==> src/fpi_pkg.sv <==
package fpi_pkg;
    // timing
    localparam int unsigned CLK_HZ = 40_000_000;
    localparam int unsigned SRV_TEST_S = 10;
    localparam int unsigned BRG_TEST_S = 12;
    localparam longint unsigned SRV_TEST_CYC = longint'(SRV_TEST_S) * CLK_HZ;
    localparam longint unsigned BRG_TEST_CYC = longint'(BRG_TEST_S) * CLK_HZ;
    localparam int unsigned FLASH_MS = 50;
    localparam int unsigned FLASH_CYC = (CLK_HZ / 1000) * FLASH_MS;
    localparam int unsigned BLINK_MS = 250;
    localparam int unsigned BLINK_CYC = (CLK_HZ / 1000) * BLINK_MS;
    // register map
    localparam logic [3:0] OFS_CTRL = 4'h0;
    localparam logic [3:0] OFS_STAT = 4'h4;
    localparam logic [3:0] OFS_MASK = 4'h8;
    localparam logic [3:0] OFS_LAMP = 4'hC;
    // ctrl bits
    localparam int CTRL_BRIDGE = 0;
    localparam int CTRL_RING = 1;
    localparam logic [1:0] CTRL_RST = 2'h0;
    // status bits
    localparam int ST_FAIL = 0;
    localparam int ST_NOBOOT = 1;
    localparam int ST_TEST_DONE = 2;
    localparam logic [2:0] IRQ_RST = 3'h0;
    localparam int NUM_LAMPS = 7;
    typedef enum logic [1:0] {ST_TEST, ST_RUN, ST_FAILED, ST_NOSRC} fpi_test_t;
endpackage

==> src/fpi_panel.sv <==
module fpi_panel
    import fpi_pkg::*;
#(
    parameter longint unsigned SRV_TEST = SRV_TEST_CYC,
    parameter longint unsigned BRG_TEST = BRG_TEST_CYC,
    parameter int unsigned FLASH = FLASH_CYC,
    parameter int unsigned BLINK = BLINK_CYC
) (
    // clock and reset
    input wire logic clk_sys,
    input wire logic rst_b,
    // avalon-mm slave
    input wire logic [3:0] avs_address,
    input wire logic avs_read,
    input wire logic avs_write,
    input wire logic [31:0] avs_writedata,
    input wire logic [3:0] avs_byteenable,
    output logic [31:0] avs_readdata,
    output logic avs_waitrequest,
    output logic irq,
    // status sources
    input wire logic pkt_seen,
    input wire logic ring_inserted,
    input wire logic pkt_own_addr,
    input wire logic port_rx,
    input wire logic pkt_fwd_decision,
    input wire logic pkt_forwarded,
    input wire logic boot_active,
    input wire logic diag_fail,
    input wire logic ctrl_board_fail,
    input wire logic no_boot_source,
    input wire logic disk_access,
    // lamps
    output logic lamp_traffic,
    output logic lamp_accepted,
    output logic lamp_port_rx,
    output logic lamp_forwarded,
    output logic lamp_boot,
    output logic lamp_self_test,
    output logic lamp_disk
);
    localparam int unsigned FW = $clog2(FLASH + 1);
    localparam int unsigned BW = $clog2(BLINK + 1);
    localparam int unsigned TW = $clog2((BRG_TEST > SRV_TEST ? BRG_TEST : SRV_TEST) + 1);

    logic [1:0] ctrl_r;
    logic [2:0] stat_r;
    logic [2:0] mask_r;
    logic ack_r;
    fpi_test_t test_r;
    logic [TW-1:0] tcnt_r;
    logic [BW-1:0] bcnt_r;
    logic blink_r;
    logic [FW-1:0] fl_traffic_r, fl_acc_r, fl_port_r, fl_fwd_r;
    logic bridge;
    logic fail_cnt;
    logic [TW-1:0] test_len;
    logic [2:0] ev;
    logic access;

    function automatic logic [FW-1:0] stretch(input logic hit, input logic [FW-1:0] cnt);
        if (hit)
            return FW'(FLASH);
        else if (cnt != '0)
            return cnt - 1'b1;
        else
            return '0;
    endfunction

    assign bridge = ctrl_r[CTRL_BRIDGE];
    assign fail_cnt = bridge ? ctrl_board_fail : diag_fail;
    assign test_len = bridge ? TW'(BRG_TEST) : TW'(SRV_TEST);
    assign access = (avs_read | avs_write) && !ack_r;
    assign avs_waitrequest = access;
    assign irq = |(stat_r & mask_r);

    // bus handshake: one wait cycle
    always_ff @(posedge clk_sys or negedge rst_b) begin
        if (!rst_b)
            ack_r <= 1'b0;
        else
            ack_r <= access;
    end

    // control and mask registers
    always_ff @(posedge clk_sys or negedge rst_b) begin
        if (!rst_b) begin
            ctrl_r <= CTRL_RST;
            mask_r <= IRQ_RST;
        end else if (avs_write && ack_r && avs_byteenable[0]) begin
            if (avs_address == OFS_CTRL)
                ctrl_r <= avs_writedata[1:0];
            if (avs_address == OFS_MASK)
                mask_r <= avs_writedata[2:0];
        end
    end

    // sticky status, set wins over clear
    always_comb begin
        ev = '0;
        ev[ST_FAIL] = test_r == ST_TEST && fail_cnt;
        ev[ST_NOBOOT] = no_boot_source;
        ev[ST_TEST_DONE] = test_r == ST_TEST && tcnt_r >= test_len;
    end

    always_ff @(posedge clk_sys or negedge rst_b) begin
        if (!rst_b)
            stat_r <= IRQ_RST;
        else if (avs_write && ack_r && avs_address == OFS_STAT && avs_byteenable[0])
            stat_r <= (stat_r & ~avs_writedata[2:0]) | ev;
        else
            stat_r <= stat_r | ev;
    end

    // read data
    always_ff @(posedge clk_sys or negedge rst_b) begin
        if (!rst_b) begin
            avs_readdata <= 32'h0;
        end else if (access) begin
            case (avs_address)
                OFS_CTRL: avs_readdata <= {30'h0, ctrl_r};
                OFS_STAT: avs_readdata <= {29'h0, stat_r};
                OFS_MASK: avs_readdata <= {29'h0, mask_r};
                OFS_LAMP: avs_readdata <= {25'h0, lamp_disk, lamp_self_test, lamp_boot,
                    lamp_forwarded, lamp_port_rx, lamp_accepted, lamp_traffic};
                default: avs_readdata <= 32'h0;
            endcase
        end
    end

    // self-test sequencer, counts up so a late variant write keeps its full length
    always_ff @(posedge clk_sys or negedge rst_b) begin
        if (!rst_b) begin
            test_r <= ST_TEST;
            tcnt_r <= '0;
        end else begin
            case (test_r)
                ST_TEST: begin
                    if (tcnt_r < test_len)
                        tcnt_r <= tcnt_r + 1'b1;
                    else if (fail_cnt)
                        test_r <= ST_FAILED;
                    else
                        test_r <= ST_RUN;
                end
                ST_RUN: begin
                    if (no_boot_source)
                        test_r <= ST_NOSRC;
                end
                ST_NOSRC: begin
                    if (!no_boot_source)
                        test_r <= ST_RUN;
                end
                ST_FAILED: test_r <= ST_FAILED;
                default: test_r <= ST_TEST;
            endcase
        end
    end

    // blink timebase
    always_ff @(posedge clk_sys or negedge rst_b) begin
        if (!rst_b) begin
            bcnt_r <= '0;
            blink_r <= 1'b0;
        end else if (bcnt_r == '0) begin
            bcnt_r <= BW'(BLINK - 1);
            blink_r <= ~blink_r;
        end else begin
            bcnt_r <= bcnt_r - 1'b1;
        end
    end

    // flash stretchers
    always_ff @(posedge clk_sys or negedge rst_b) begin
        if (!rst_b) begin
            fl_traffic_r <= '0;
            fl_acc_r <= '0;
            fl_port_r <= '0;
            fl_fwd_r <= '0;
        end else begin
            fl_traffic_r <= stretch(pkt_seen, fl_traffic_r);
            fl_acc_r <= stretch(bridge ? pkt_fwd_decision : pkt_own_addr, fl_acc_r);
            fl_port_r <= stretch(!bridge && port_rx, fl_port_r);
            fl_fwd_r <= stretch(bridge && pkt_forwarded, fl_fwd_r);
        end
    end

    // lamp drivers
    always_ff @(posedge clk_sys or negedge rst_b) begin
        if (!rst_b) begin
            lamp_traffic <= 1'b0;
            lamp_accepted <= 1'b0;
            lamp_port_rx <= 1'b0;
            lamp_forwarded <= 1'b0;
            lamp_boot <= 1'b0;
            lamp_self_test <= 1'b0;
            lamp_disk <= 1'b0;
        end else begin
            if (!bridge && ctrl_r[CTRL_RING])
                lamp_traffic <= ring_inserted;
            else
                lamp_traffic <= fl_traffic_r != '0;
            lamp_accepted <= fl_acc_r != '0;
            lamp_port_rx <= fl_port_r != '0;
            lamp_forwarded <= fl_fwd_r != '0;
            lamp_boot <= boot_active;
            lamp_disk <= disk_access;
            case (test_r)
                ST_TEST, ST_FAILED: lamp_self_test <= 1'b1;
                ST_NOSRC: lamp_self_test <= blink_r;
                default: lamp_self_test <= 1'b0;
            endcase
        end
    end

    chk_flash_hold: assert property (@(posedge clk_sys) disable iff (!rst_b)
        pkt_seen && !(ctrl_r[CTRL_RING] && !bridge) ##1 !$changed(ctrl_r) |=> lamp_traffic)
        else $error("traffic flash not shown");
    chk_disk_follow: assert property (@(posedge clk_sys) disable iff (!rst_b)
        disk_access |=> lamp_disk)
        else $error("disk lamp not following access");
    chk_boot_follow: assert property (@(posedge clk_sys) disable iff (!rst_b)
        !boot_active |=> !lamp_boot)
        else $error("boot lamp lit without load");
    chk_ring_steady: assert property (@(posedge clk_sys) disable iff (!rst_b)
        (ctrl_r == 2'h2 && ring_inserted) |=> lamp_traffic)
        else $error("ring lamp not steady");
    chk_test_lit: assert property (@(posedge clk_sys) disable iff (!rst_b)
        test_r == ST_TEST && $past(test_r) == ST_TEST |=> lamp_self_test)
        else $error("self-test lamp dark during test");
    chk_fail_stays: assert property (@(posedge clk_sys) disable iff (!rst_b)
        test_r == ST_FAILED |=> test_r == ST_FAILED ##1 lamp_self_test)
        else $error("failed lamp went dark");
    chk_pass_dark: assert property (@(posedge clk_sys) disable iff (!rst_b)
        test_r == ST_RUN && !no_boot_source |=> !lamp_self_test)
        else $error("self-test lamp lit after pass");
    chk_fwd_server: assert property (@(posedge clk_sys) disable iff (!rst_b)
        !bridge [*2] ##1 fl_fwd_r == '0 |=> !lamp_forwarded)
        else $error("forwarded lamp lit in server");
    chk_nosrc_enter: assert property (@(posedge clk_sys) disable iff (!rst_b)
        test_r == ST_RUN && no_boot_source |=> test_r == ST_NOSRC)
        else $error("no boot source not flagged");
    chk_nosrc_leave: assert property (@(posedge clk_sys) disable iff (!rst_b)
        test_r == ST_NOSRC && !no_boot_source |=> test_r == ST_RUN)
        else $error("blink kept after boot source returned");
    chk_disk_dark: assert property (@(posedge clk_sys) disable iff (!rst_b)
        !disk_access |=> !lamp_disk)
        else $error("disk lamp lit without access");
    chk_boot_lit: assert property (@(posedge clk_sys) disable iff (!rst_b)
        boot_active |=> lamp_boot)
        else $error("boot lamp dark during load");
    chk_ring_dark: assert property (@(posedge clk_sys) disable iff (!rst_b)
        !bridge && ctrl_r[CTRL_RING] && !ring_inserted |=> !lamp_traffic)
        else $error("ring lamp lit while not inserted");
    chk_own_flash: assert property (@(posedge clk_sys) disable iff (!rst_b)
        !bridge && pkt_own_addr |-> ##2 lamp_accepted)
        else $error("accepted lamp missed own packet");
    chk_fwd_accept: assert property (@(posedge clk_sys) disable iff (!rst_b)
        bridge && pkt_fwd_decision |-> ##2 lamp_accepted)
        else $error("accepted lamp missed forward decision");
    chk_fwd_flash: assert property (@(posedge clk_sys) disable iff (!rst_b)
        bridge && pkt_forwarded |-> ##2 lamp_forwarded)
        else $error("forwarded lamp missed packet");
    chk_port_flash: assert property (@(posedge clk_sys) disable iff (!rst_b)
        !bridge && port_rx |-> ##2 lamp_port_rx)
        else $error("port lamp missed receive");
    chk_net_flash: assert property (@(posedge clk_sys) disable iff (!rst_b)
        bridge && pkt_seen ##1 bridge |=> lamp_traffic)
        else $error("bridge traffic lamp missed packet");
    chk_acc_hold: assert property (@(posedge clk_sys) disable iff (!rst_b)
        $rose(lamp_accepted) |-> lamp_accepted [*8])
        else $error("accepted flash too short");
    chk_fwd_hold: assert property (@(posedge clk_sys) disable iff (!rst_b)
        $rose(lamp_forwarded) |-> lamp_forwarded [*8])
        else $error("forwarded flash too short");
    chk_port_hold: assert property (@(posedge clk_sys) disable iff (!rst_b)
        $rose(lamp_port_rx) |-> lamp_port_rx [*8])
        else $error("port flash too short");
    chk_test_start: assert property (@(posedge clk_sys) disable iff (!rst_b)
        $rose(rst_b) |=> lamp_self_test)
        else $error("self-test lamp dark after reset");
    chk_fail_flag: assert property (@(posedge clk_sys) disable iff (!rst_b)
        test_r == ST_TEST && fail_cnt |=> stat_r[ST_FAIL])
        else $error("test failure not recorded");
    chk_pass_run: assert property (@(posedge clk_sys) disable iff (!rst_b)
        test_r == ST_TEST && tcnt_r >= test_len && !fail_cnt |=> test_r == ST_RUN)
        else $error("passed test did not end");
    chk_fail_enter: assert property (@(posedge clk_sys) disable iff (!rst_b)
        test_r == ST_TEST && tcnt_r >= test_len && fail_cnt |=> test_r == ST_FAILED)
        else $error("failed test not held");
endmodule // fpi_panel

==> config.mk <==
export PLATFORM = sky130hd
export DESIGN_NAME = fpi_panel
export DESIGN_NICKNAME = d
export VERILOG_FILES = /design/src/fpi_pkg.sv /design/src/fpi_panel.sv
export SDC_FILE = /design/constraint.sdc
export NUM_CORES = 1
export LEC_CHECK = 0
export ABC_AREA = 1
export BUFFER_PORTS_ARGS = -buffer_cell sky130_fd_sc_hd__buf_2
export CAP_MARGIN = 20
export CORE_MARGIN = 4
export CORE_UTILIZATION = 40
export DETAILED_ROUTE_END_ITERATION = 8
export GPL_TIMING_DRIVEN = 0
export SYNTH_ARGS = -nofsm -noshare
export SYNTH_HDL_FRONTEND = slang
export SYNTH_SLANG_ARGS = --single-unit
export TNS_END_PERCENT = 50
==> constraint.sdc <==
create_clock -name clk_sys -period 2.5 [get_ports clk_sys]
set_input_delay 0.25 -clock clk_sys [delete_from_list [all_inputs] [get_ports clk_sys]]
set_output_delay 0.25 -clock clk_sys [all_outputs]
set_load 0.1 [all_outputs]
# ---- Yosys cells after proc, flatten, opt, wreduce, memory -nomap -nowiden
# Cells that the tools add are included.
dict set report word_totals {
  elab_cells 90
  inputBits 55
  ff_bits 188
}
dict set report op_classes {
  addsub 6
  reduce_logical 25
  muxes 21
  eq_ne 9
  order_cmp 2
  bitwise 7
}
# cell count
set op_table {}
lappend op_table {{21-bit 2-to-1 mux} 8}
lappend op_table {{21-bit nonzero test} 4}
lappend op_table {{21-bit by 1-bit subtractor with 21-bit output, second input constant} 4}
lappend op_table {{29-bit by 1-bit adder with 29-bit output, second input constant} 1}
lappend op_table {{29-bit greater-or-equal comparator} 1}
lappend op_table {{29-bit less-than comparator} 1}
lappend op_table {{28-bit 2-to-1 mux} 1}
lappend op_table {{7-bit case mux with 4 select lines} 1}
lappend op_table {{24-bit logical NOT} 1}
lappend op_table {{24-bit 2-to-1 mux} 1}
lappend op_table {{24-bit by 1-bit subtractor with 24-bit output, second input constant} 1}
lappend op_table {{1-bit logical AND} 10}
lappend op_table {{4-bit == test, second input constant} 2}
lappend op_table {{2-bit 2-to-1 mux} 4}
lappend op_table {{2-bit case mux with 4 select lines} 1}
lappend op_table {{3-bit bitwise AND} 2}
lappend op_table {{2-bit inequality test, second input constant} 3}
lappend op_table {{3-bit bitwise OR} 2}
lappend op_table {{2-bit AND reduction} 3}
lappend op_table {{2-bit == test, second input constant} 2}
lappend op_table {{4-bit by 3-bit == test with 1-bit output, second input constant} 1}
lappend op_table {{4-bit logical NOT} 1}
lappend op_table {{1-bit 2-to-1 mux} 3}
lappend op_table {{3-bit 2-to-1 mux} 1}
lappend op_table {{10 further kinds} 11}

# ---- Logic depth before layout (Yosys ltp)
dict set report logic_depth {
  depth_word 5
  ltp_mapped 15
  depth_no_buf 13
}

# ---- Worst setup path before layout
# No wires, ideal clock.
dict set report synth_path {
  path_type {register to register}
  start {register ack_r}
  end {register avs_readdata[0]}
  n_path_buf 0
  t_required_ns 2.375
  stages_incl_launch_ff 3
  arrival_ns 2.370
  synth_period_minus_slack_ns 2.495
  setup_ns 0.125
  path_slack_ns 0.005
  cell_sequence {dfrtp_1 nor2_1 mux2_2}
}
dict set report synth_between {
  elab_chain_len 2
}
# element line_no
set synth_rtl {}
lappend synth_rtl {{from (decl)} fpi_panel.sv:49} ;# logic ack_r;
lappend synth_rtl {{from (signal assigned)} fpi_panel.sv:82} ;# ack_r <= access;
lappend synth_rtl {{1-bit logical NOT} fpi_panel.sv:73} ;# assign access = (avs_read | avs_write) && !ack_r;
lappend synth_rtl {{1-bit logical AND} fpi_panel.sv:73}
lappend synth_rtl {{named net avs_waitrequest} fpi_panel.sv:19} ;# output logic avs_waitrequest,
lappend synth_rtl {{to (signal assigned)} fpi_panel.sv:121} ;# OFS_CTRL: avs_readdata <= {30'h0, ctrl_r};
lappend synth_rtl {{to (signal assigned)} fpi_panel.sv:122} ;# OFS_STAT: avs_readdata <= {29'h0, stat_r};
lappend synth_rtl {{to (signal assigned)} fpi_panel.sv:123} ;# OFS_MASK: avs_readdata <= {29'h0, mask_r};
lappend synth_rtl {{to (decl)} fpi_panel.sv:18} ;# output logic [31:0] avs_readdata,
# The timed path passes the listed nets, and every way through them passes these cells.
# A chain may end at the register's enable or synchronous reset.

# ---- Worst setup path after layout
dict set report layout_path {
  start {register ctrl_r[0]}
  end {register tcnt_r[14]}
}
dict set report layout_between {
  elab_chain_len 3
}
# element line_no
set layout_rtl {}
lappend layout_rtl {{from (decl)} fpi_panel.sv:46} ;# logic [1:0] ctrl_r;
lappend layout_rtl {{from (signal assigned)} fpi_panel.sv:92} ;# ctrl_r <= avs_writedata[1:0];
lappend layout_rtl {{28-bit 2-to-1 mux} fpi_panel.sv:72} ;# assign test_len = bridge ? TW'(BRG_TEST) : TW'(SRV_TEST);
lappend layout_rtl {{29-bit less-than comparator} fpi_panel.sv:139} ;# if (tcnt_r < test_len)
lappend layout_rtl {{2-bit AND reduction (no source line)} n/a}
lappend layout_rtl {{to (signal assigned)} fpi_panel.sv:140} ;# tcnt_r <= tcnt_r + 1'b1;
lappend layout_rtl {{to (decl)} fpi_panel.sv:51} ;# logic [TW-1:0] tcnt_r;
# No other way between the ends.

==> impl_results.html <==
<table>
<tr><th>Metric</th><th>Value</th></tr>
<tr><th colspan="2">Layout</th></tr>
<tr><td>Synthesis-to-layout area growth</td><td>14.4%</td></tr>
<tr><td>Non-Filler Cell Area, Final</td><td>10600 µm²</td></tr>
<tr><td>Ratio of cells with drive above 1 in the final layout</td><td>0.119</td></tr>
<tr><td>Number of diodes added for antenna fixing</td><td>0</td></tr>
<tr><td>Post-layout nets</td><td>1347</td></tr>
<tr><th colspan="2">Setup path</th></tr>
<tr><td>Critical path launch point type</td><td>register</td></tr>
<tr><td>Longest individual stage delay on the worst path</td><td>370 ps</td></tr>
<tr><td>Largest driver fanout on the critical path</td><td>10</td></tr>
<tr><td>Cells traversed along the worst timing path</td><td>clkbuf_8 &gt; clkinvlp_4 &gt; ha_1 &gt; nand2_1 &gt; inv_1 &gt; nand2_1 &gt; inv_1 &gt; nand2_1 &gt; nand2_1 &gt; nand2_1 &gt; nand4_2 &gt; buf_4 &gt; nand2_1 &gt; o21ai_0</td></tr>
<tr><td>Crit Path Category</td><td>reg2reg</td></tr>
<tr><td>Critical path required time</td><td>2790 ps</td></tr>
<tr><td>Cell with the largest stage delay on the worst path</td><td>sky130_fd_sc_hd__dfrtp_2</td></tr>
<tr><td>Data arrival time of the critical path</td><td>2540 ps</td></tr>
<tr><td>Critical Path Sink Type</td><td>register</td></tr>
<tr><td>Most common cell type on the critical path</td><td>sky130_fd_sc_hd__nand2_1</td></tr>
<tr><th colspan="2">Route</th></tr>
<tr><td>Top metal layer carrying routed signals</td><td>met5</td></tr>
<tr><td>Metal1 wirelength</td><td>9540 µm</td></tr>
<tr><td>Drt first-iter violations</td><td>320</td></tr>
<tr><td>Total met3 wirelength after detailed routing</td><td>758 µm</td></tr>
<tr><td>Routed length per placed instance</td><td>12.6 µm</td></tr>
<tr><td>Final wirelength</td><td>19700 µm</td></tr>
<tr><td>Number of routed nets with antenna violations</td><td>0</td></tr>
<tr><td>Post-detailed-route DRC marker count</td><td>0</td></tr>
<tr><td>Met2 routed WL</td><td>9260 µm</td></tr>
<tr><td>Detailed-routing iteration count for the pre-antenna-repair pass</td><td>5</td></tr>
<tr><td>Via Count</td><td>7351</td></tr>
<tr><td>Average vias per placed instance</td><td>4.69</td></tr>
<tr><th colspan="2">Yosys</th></tr>
<tr><td>Number of enable flip-flop cells after synthesis</td><td>0</td></tr>
<tr><td>Fraction of the mapped netlist area in compound gates</td><td>0.0505</td></tr>
<tr><td>Portion of netlist area occupied by mux cells</td><td>0.00810</td></tr>
<tr><td>Most used flip-flop cell after synthesis</td><td>sky130_fd_sc_hd__dfrtp_1</td></tr>
<tr><td>Total standard cell area after synthesis</td><td>9260 µm²</td></tr>
<tr><td>Share of synthesized cell area in full adder, half adder and majority cells</td><td>0.0311</td></tr>
<tr><td>Library cell with the largest summed area after synthesis</td><td>sky130_fd_sc_hd__dfrtp_1</td></tr>
<tr><td>Distinct cell type count after synthesis</td><td>40</td></tr>
<tr><td>Cells after Synth</td><td>1182</td></tr>
<tr><td>Largest family of logic cells by synthesized area</td><td>simple AND/OR/NAND/NOR gates</td></tr>
<tr><td>Warning count from the yosys run</td><td>0</td></tr>
<tr><td>Number of storage elements in the synthesis netlist</td><td>163</td></tr>
<tr><td>Cell with the most instances after synthesis</td><td>sky130_fd_sc_hd__nand2_1</td></tr>
<tr><td>Post-synthesis share of cell area spent on and, or, nand and nor gates</td><td>0.299</td></tr>
<tr><td>Sequential share of the synthesized area</td><td>0.440</td></tr>
<tr><td>Mean Syn Cell Area</td><td>7.84 µm²</td></tr>
<tr><td>Async set-reset flop share out of synthesis</td><td>1.00</td></tr>
<tr><td>Parity-gate share of the synthesized area counting xor and xnor cells</td><td>0.0860</td></tr>
<tr><td>Synth cell count leaders</td><td>sky130_fd_sc_hd__nand2_1 (267), sky130_fd_sc_hd__nor2_1 (216), sky130_fd_sc_hd__dfrtp_1 (163)</td></tr>
<tr><td>Synth area leaders</td><td>sky130_fd_sc_hd__dfrtp_1 (44%), sky130_fd_sc_hd__nand2_1 (11%), sky130_fd_sc_hd__nor2_1 (8.8%)</td></tr>
<tr><td>Top-area cell type share of the netlist area</td><td>0.440</td></tr>
<tr><th colspan="2">Global route</th></tr>
<tr><td>Total Routing Usage GR</td><td>0.156</td></tr>
<tr><td>Number of antenna violations at the first check in global routing</td><td>1</td></tr>
<tr><td>Vias in the first global route</td><td>6940</td></tr>
<tr><td>Maximum number of pins on one net before global-route repair</td><td>106</td></tr>
<tr><td>Global-route wire length before repair</td><td>33400 µm</td></tr>
<tr><td>Total grt overflow</td><td>0</td></tr>
<tr><th colspan="2">STA</th></tr>
<tr><td>Final setup fails</td><td>0</td></tr>
<tr><td>Worst rel slew slack</td><td>0.596</td></tr>
<tr><td>Highest clock frequency the design can meet</td><td>0.444 GHz</td></tr>
<tr><td>Hold Slack</td><td>52.3 ps</td></tr>
<tr><td>Shortest period the worst path allows</td><td>2250 ps</td></tr>
<tr><td>Final Cycle Share</td><td>0.901</td></tr>
<tr><td>Final Hold Vio Count</td><td>0</td></tr>
<tr><td>Slew at the pin with the worst max-slew slack</td><td>589 ps</td></tr>
<tr><td>Final worst slack</td><td>247 ps</td></tr>
<tr><td>Clock skew after layout</td><td>14.0 ps</td></tr>
<tr><td>Final max-slew violation count</td><td>0</td></tr>
<tr><td>Unrepaired setup endpoints after global routing</td><td>no</td></tr>
<tr><th colspan="2">Placement</th></tr>
<tr><td>Count of port buffers added during placement</td><td>38</td></tr>
<tr><td>Worst setup timing slack at the placement stage</td><td>-414 ps</td></tr>
<tr><td>Cell area after placement</td><td>9940 µm²</td></tr>
<tr><td>Half-perimeter wire length of the detailed placement result</td><td>14500 µm</td></tr>
<tr><td>Final estimated routing congestion in global placement</td><td>0.877</td></tr>
<tr><th colspan="2">Power and ir drop</th></tr>
<tr><td>Switching power as a share of total power</td><td>0.323</td></tr>
<tr><td>Design Power</td><td>7210 µW</td></tr>
<tr><td>Sw Pwr</td><td>2330 µW</td></tr>
<tr><td>Pint</td><td>4880 µW</td></tr>
<tr><td>Proportion of power drawn by the clock network</td><td>0.367</td></tr>
<tr><td>Power density of the placed cells</td><td>680 nW/µm²</td></tr>
<tr><td>Comb pwr share</td><td>0.204</td></tr>
<tr><td>Relative contribution of sequential cells to total power</td><td>0.429</td></tr>
<tr><td>Lkg Pwr</td><td>0.00487 µW</td></tr>
<tr><td>Worst vdd rail ir drop</td><td>0.000454 V</td></tr>
<tr><th colspan="2">CTS</th></tr>
<tr><td>Clock sink count</td><td>163</td></tr>
<tr><td>Deepest clock path buffer count</td><td>2</td></tr>
<tr><td>H-tree Lvls</td><td>4</td></tr>
<tr><td>Number of clock buffers inserted by TritonCTS</td><td>17</td></tr>
<tr><td>Clock input transition at the sequential cells of the worst setup and hold paths</td><td>70 ps</td></tr>
<tr><td>Clock tree from TritonCTS</td><td>done</td></tr>
<tr><td>Root buf cell</td><td>sky130_fd_sc_hd__clkbuf_16</td></tr>
<tr><td>Later-pin clock latency in the skew report</td><td>430 ps</td></tr>
<tr><th colspan="2">Floorplanning</th></tr>
<tr><td>Floorplan Core Area</td><td>22700 µm²</td></tr>
<tr><td>Height of the chip</td><td>160 µm</td></tr>
<tr><td>DIE WIDTH</td><td>160 µm</td></tr>
<tr><td>I/O pin count</td><td>96</td></tr>
<tr><td>Die Footprint</td><td>25700 µm²</td></tr>
<tr><td>Count of standard-cell rows</td><td>55</td></tr>
<tr><td>Starting density of the core</td><td>0.408</td></tr>
<tr><th colspan="2">Run status</th></tr>
<tr><td>Run status</td><td>finished clean</td></tr>
<tr><th colspan="2">Flow run</th></tr>
<tr><td>Max-cap violation count</td><td>0</td></tr>
<tr><th colspan="2">Hold path</th></tr>
<tr><td>Type of the tightest min-delay check</td><td>in2reg</td></tr>
</table>
==> path summary, 6_finish.rpt <==
| check | startpoint | end | slack (ps) | cells after the start |
|---|---|---|---|---|
| max | ctrl_r[0]$_DFFE_PN0P_ | tcnt_r[14]$_DFFE_PN0P_ | 250 | 14 |
| min | ring_inserted | lamp_traffic$_DFF_PN0_ | 50 | 2 |
| max reg2reg | ctrl_r[0]$_DFFE_PN0P_ | tcnt_r[14]$_DFFE_PN0P_ | 250 | 14 |
| min reg2reg | fl_fwd_r[0]$_DFF_PN0_ | fl_fwd_r[0]$_DFF_PN0_ | 430 | 1 |
| max in group asynchronous | rst_b | fl_traffic_r[16]$_DFF_PN0_ | 1310 | 3 |
| min in group asynchronous | rst_b | fl_fwd_r[16]$_DFF_PN0_ | 330 | 2 |
==> cells by family (layout without fill, tap and decap cells) <==
family	count (synthesis)	count (layout)
simple gates	640	640
buf+inv	169	245
flops	163	163
xor+xnor	91	91
compound gates	88	88
fa+ha+maj	23	23
mux	7	7
other cells	1	25
==> layout make-up <==
class / instances / area (µm²)
buffer: 36 / 293
clock buffer: 21 / 480
clock inverter: 11 / 116
fill: 2259 / 12100
inverter: 133 / 503
multi-input combinational: 874 / 4490
sequential: 163 / 4080
tap: 285 / 357
timing repair buffer: 44 / 273
==> timing repair <==
action | 4_1_cts | 5_1_grt
setup endpoints to repair | 32 | 31
hold buffers | 3 | 0
resized for setup | 5 | 0
hold endpoints to repair | 60 | 0
buffers inserted | 1 | 1
==> placed cells by master (no fill, tap or decap), types with 7 or more instances in the layout <==
master	synthesis	routed
sky130_fd_sc_hd__clkbuf_16	0	17
sky130_fd_sc_hd__nor2_1	216	216
sky130_fd_sc_hd__buf_2	1	38
sky130_fd_sc_hd__o21ai_0	60	60
sky130_fd_sc_hd__conb_1	1	25
sky130_fd_sc_hd__nand2_2	7	7
sky130_fd_sc_hd__inv_1	132	131
sky130_fd_sc_hd__a21oi_1	8	8
sky130_fd_sc_hd__o21ai_1	15	15
sky130_fd_sc_hd__nand3_1	59	59
sky130_fd_sc_hd__ha_1	23	23
sky130_fd_sc_hd__nor2_2	7	7
sky130_fd_sc_hd__nand4_1	16	16
sky130_fd_sc_hd__buf_4	29	31
sky130_fd_sc_hd__nor3_1	33	33
sky130_fd_sc_hd__xor2_1	64	64
sky130_fd_sc_hd__nand2_1	267	267
sky130_fd_sc_hd__or2_2	7	7
sky130_fd_sc_hd__xnor2_1	27	27
sky130_fd_sc_hd__dfrtp_1	163	162
==> metrics by stage <==
stage | util | setup TNS (ps) | std cells
global route | 0.467 | 0 | 1567
detailed placement | 0.438 | -11930 | 1530
CTS | 0.466 | 0 | 1566
global placement | 0.436 | -245820 | 1529
floorplan | - | 0 | 1206
finish | 0.467 | 0 | 1567
==> critical path: cells and delay by family (launching register included) <==
family	cells	cell delay, ps
AO/OA/AOI/OAI	1	90
AND/OR/NAND/NOR	7	630
buffers and inverters	5	690
flip-flops	1	370
adder cells (fa/ha/maj)	1	330
==> routing by layer <==
| metal | track usage | vias up |
|---|---|---|
| met5 | 0 | - |
| met4 | 0.0305 | 2 |
| met3 | 0.0325 | 12 |
| met2 | 0.258 | 108 |
| met1 | 0.214 | 3388 |
| li1 | - | 3841 |
==> sequential cells by signal (all words and copies together) (netlist names), 3 cells and up <==
name / flops
fl_port_r: 21
bcnt_r: 24
fl_fwd_r: 21
avs_readdata: 7
fl_acc_r: 21
stat_r: 3
tcnt_r: 29
fl_traffic_r: 21
mask_r: 3
==> power by group through the flow <==
| stage | sequential (µW) | clock [µW] | combinational [µW] |
|---|---|---|---|
| 3_3_place_gp | 3140 | 0 | 1440 |
| 6_report | 3090 | 2640 | 1470 |
| 3_5_place_dp | 3140 | 0 | 1460 |
| 5_1_grt | 3130 | 2830 | 1670 |
| 2_1_floorplan | 3180 | 0 | 1130 |
| 4_1_cts | 3100 | 2720 | 1480 |
Power figures use the tool's default switching activity.
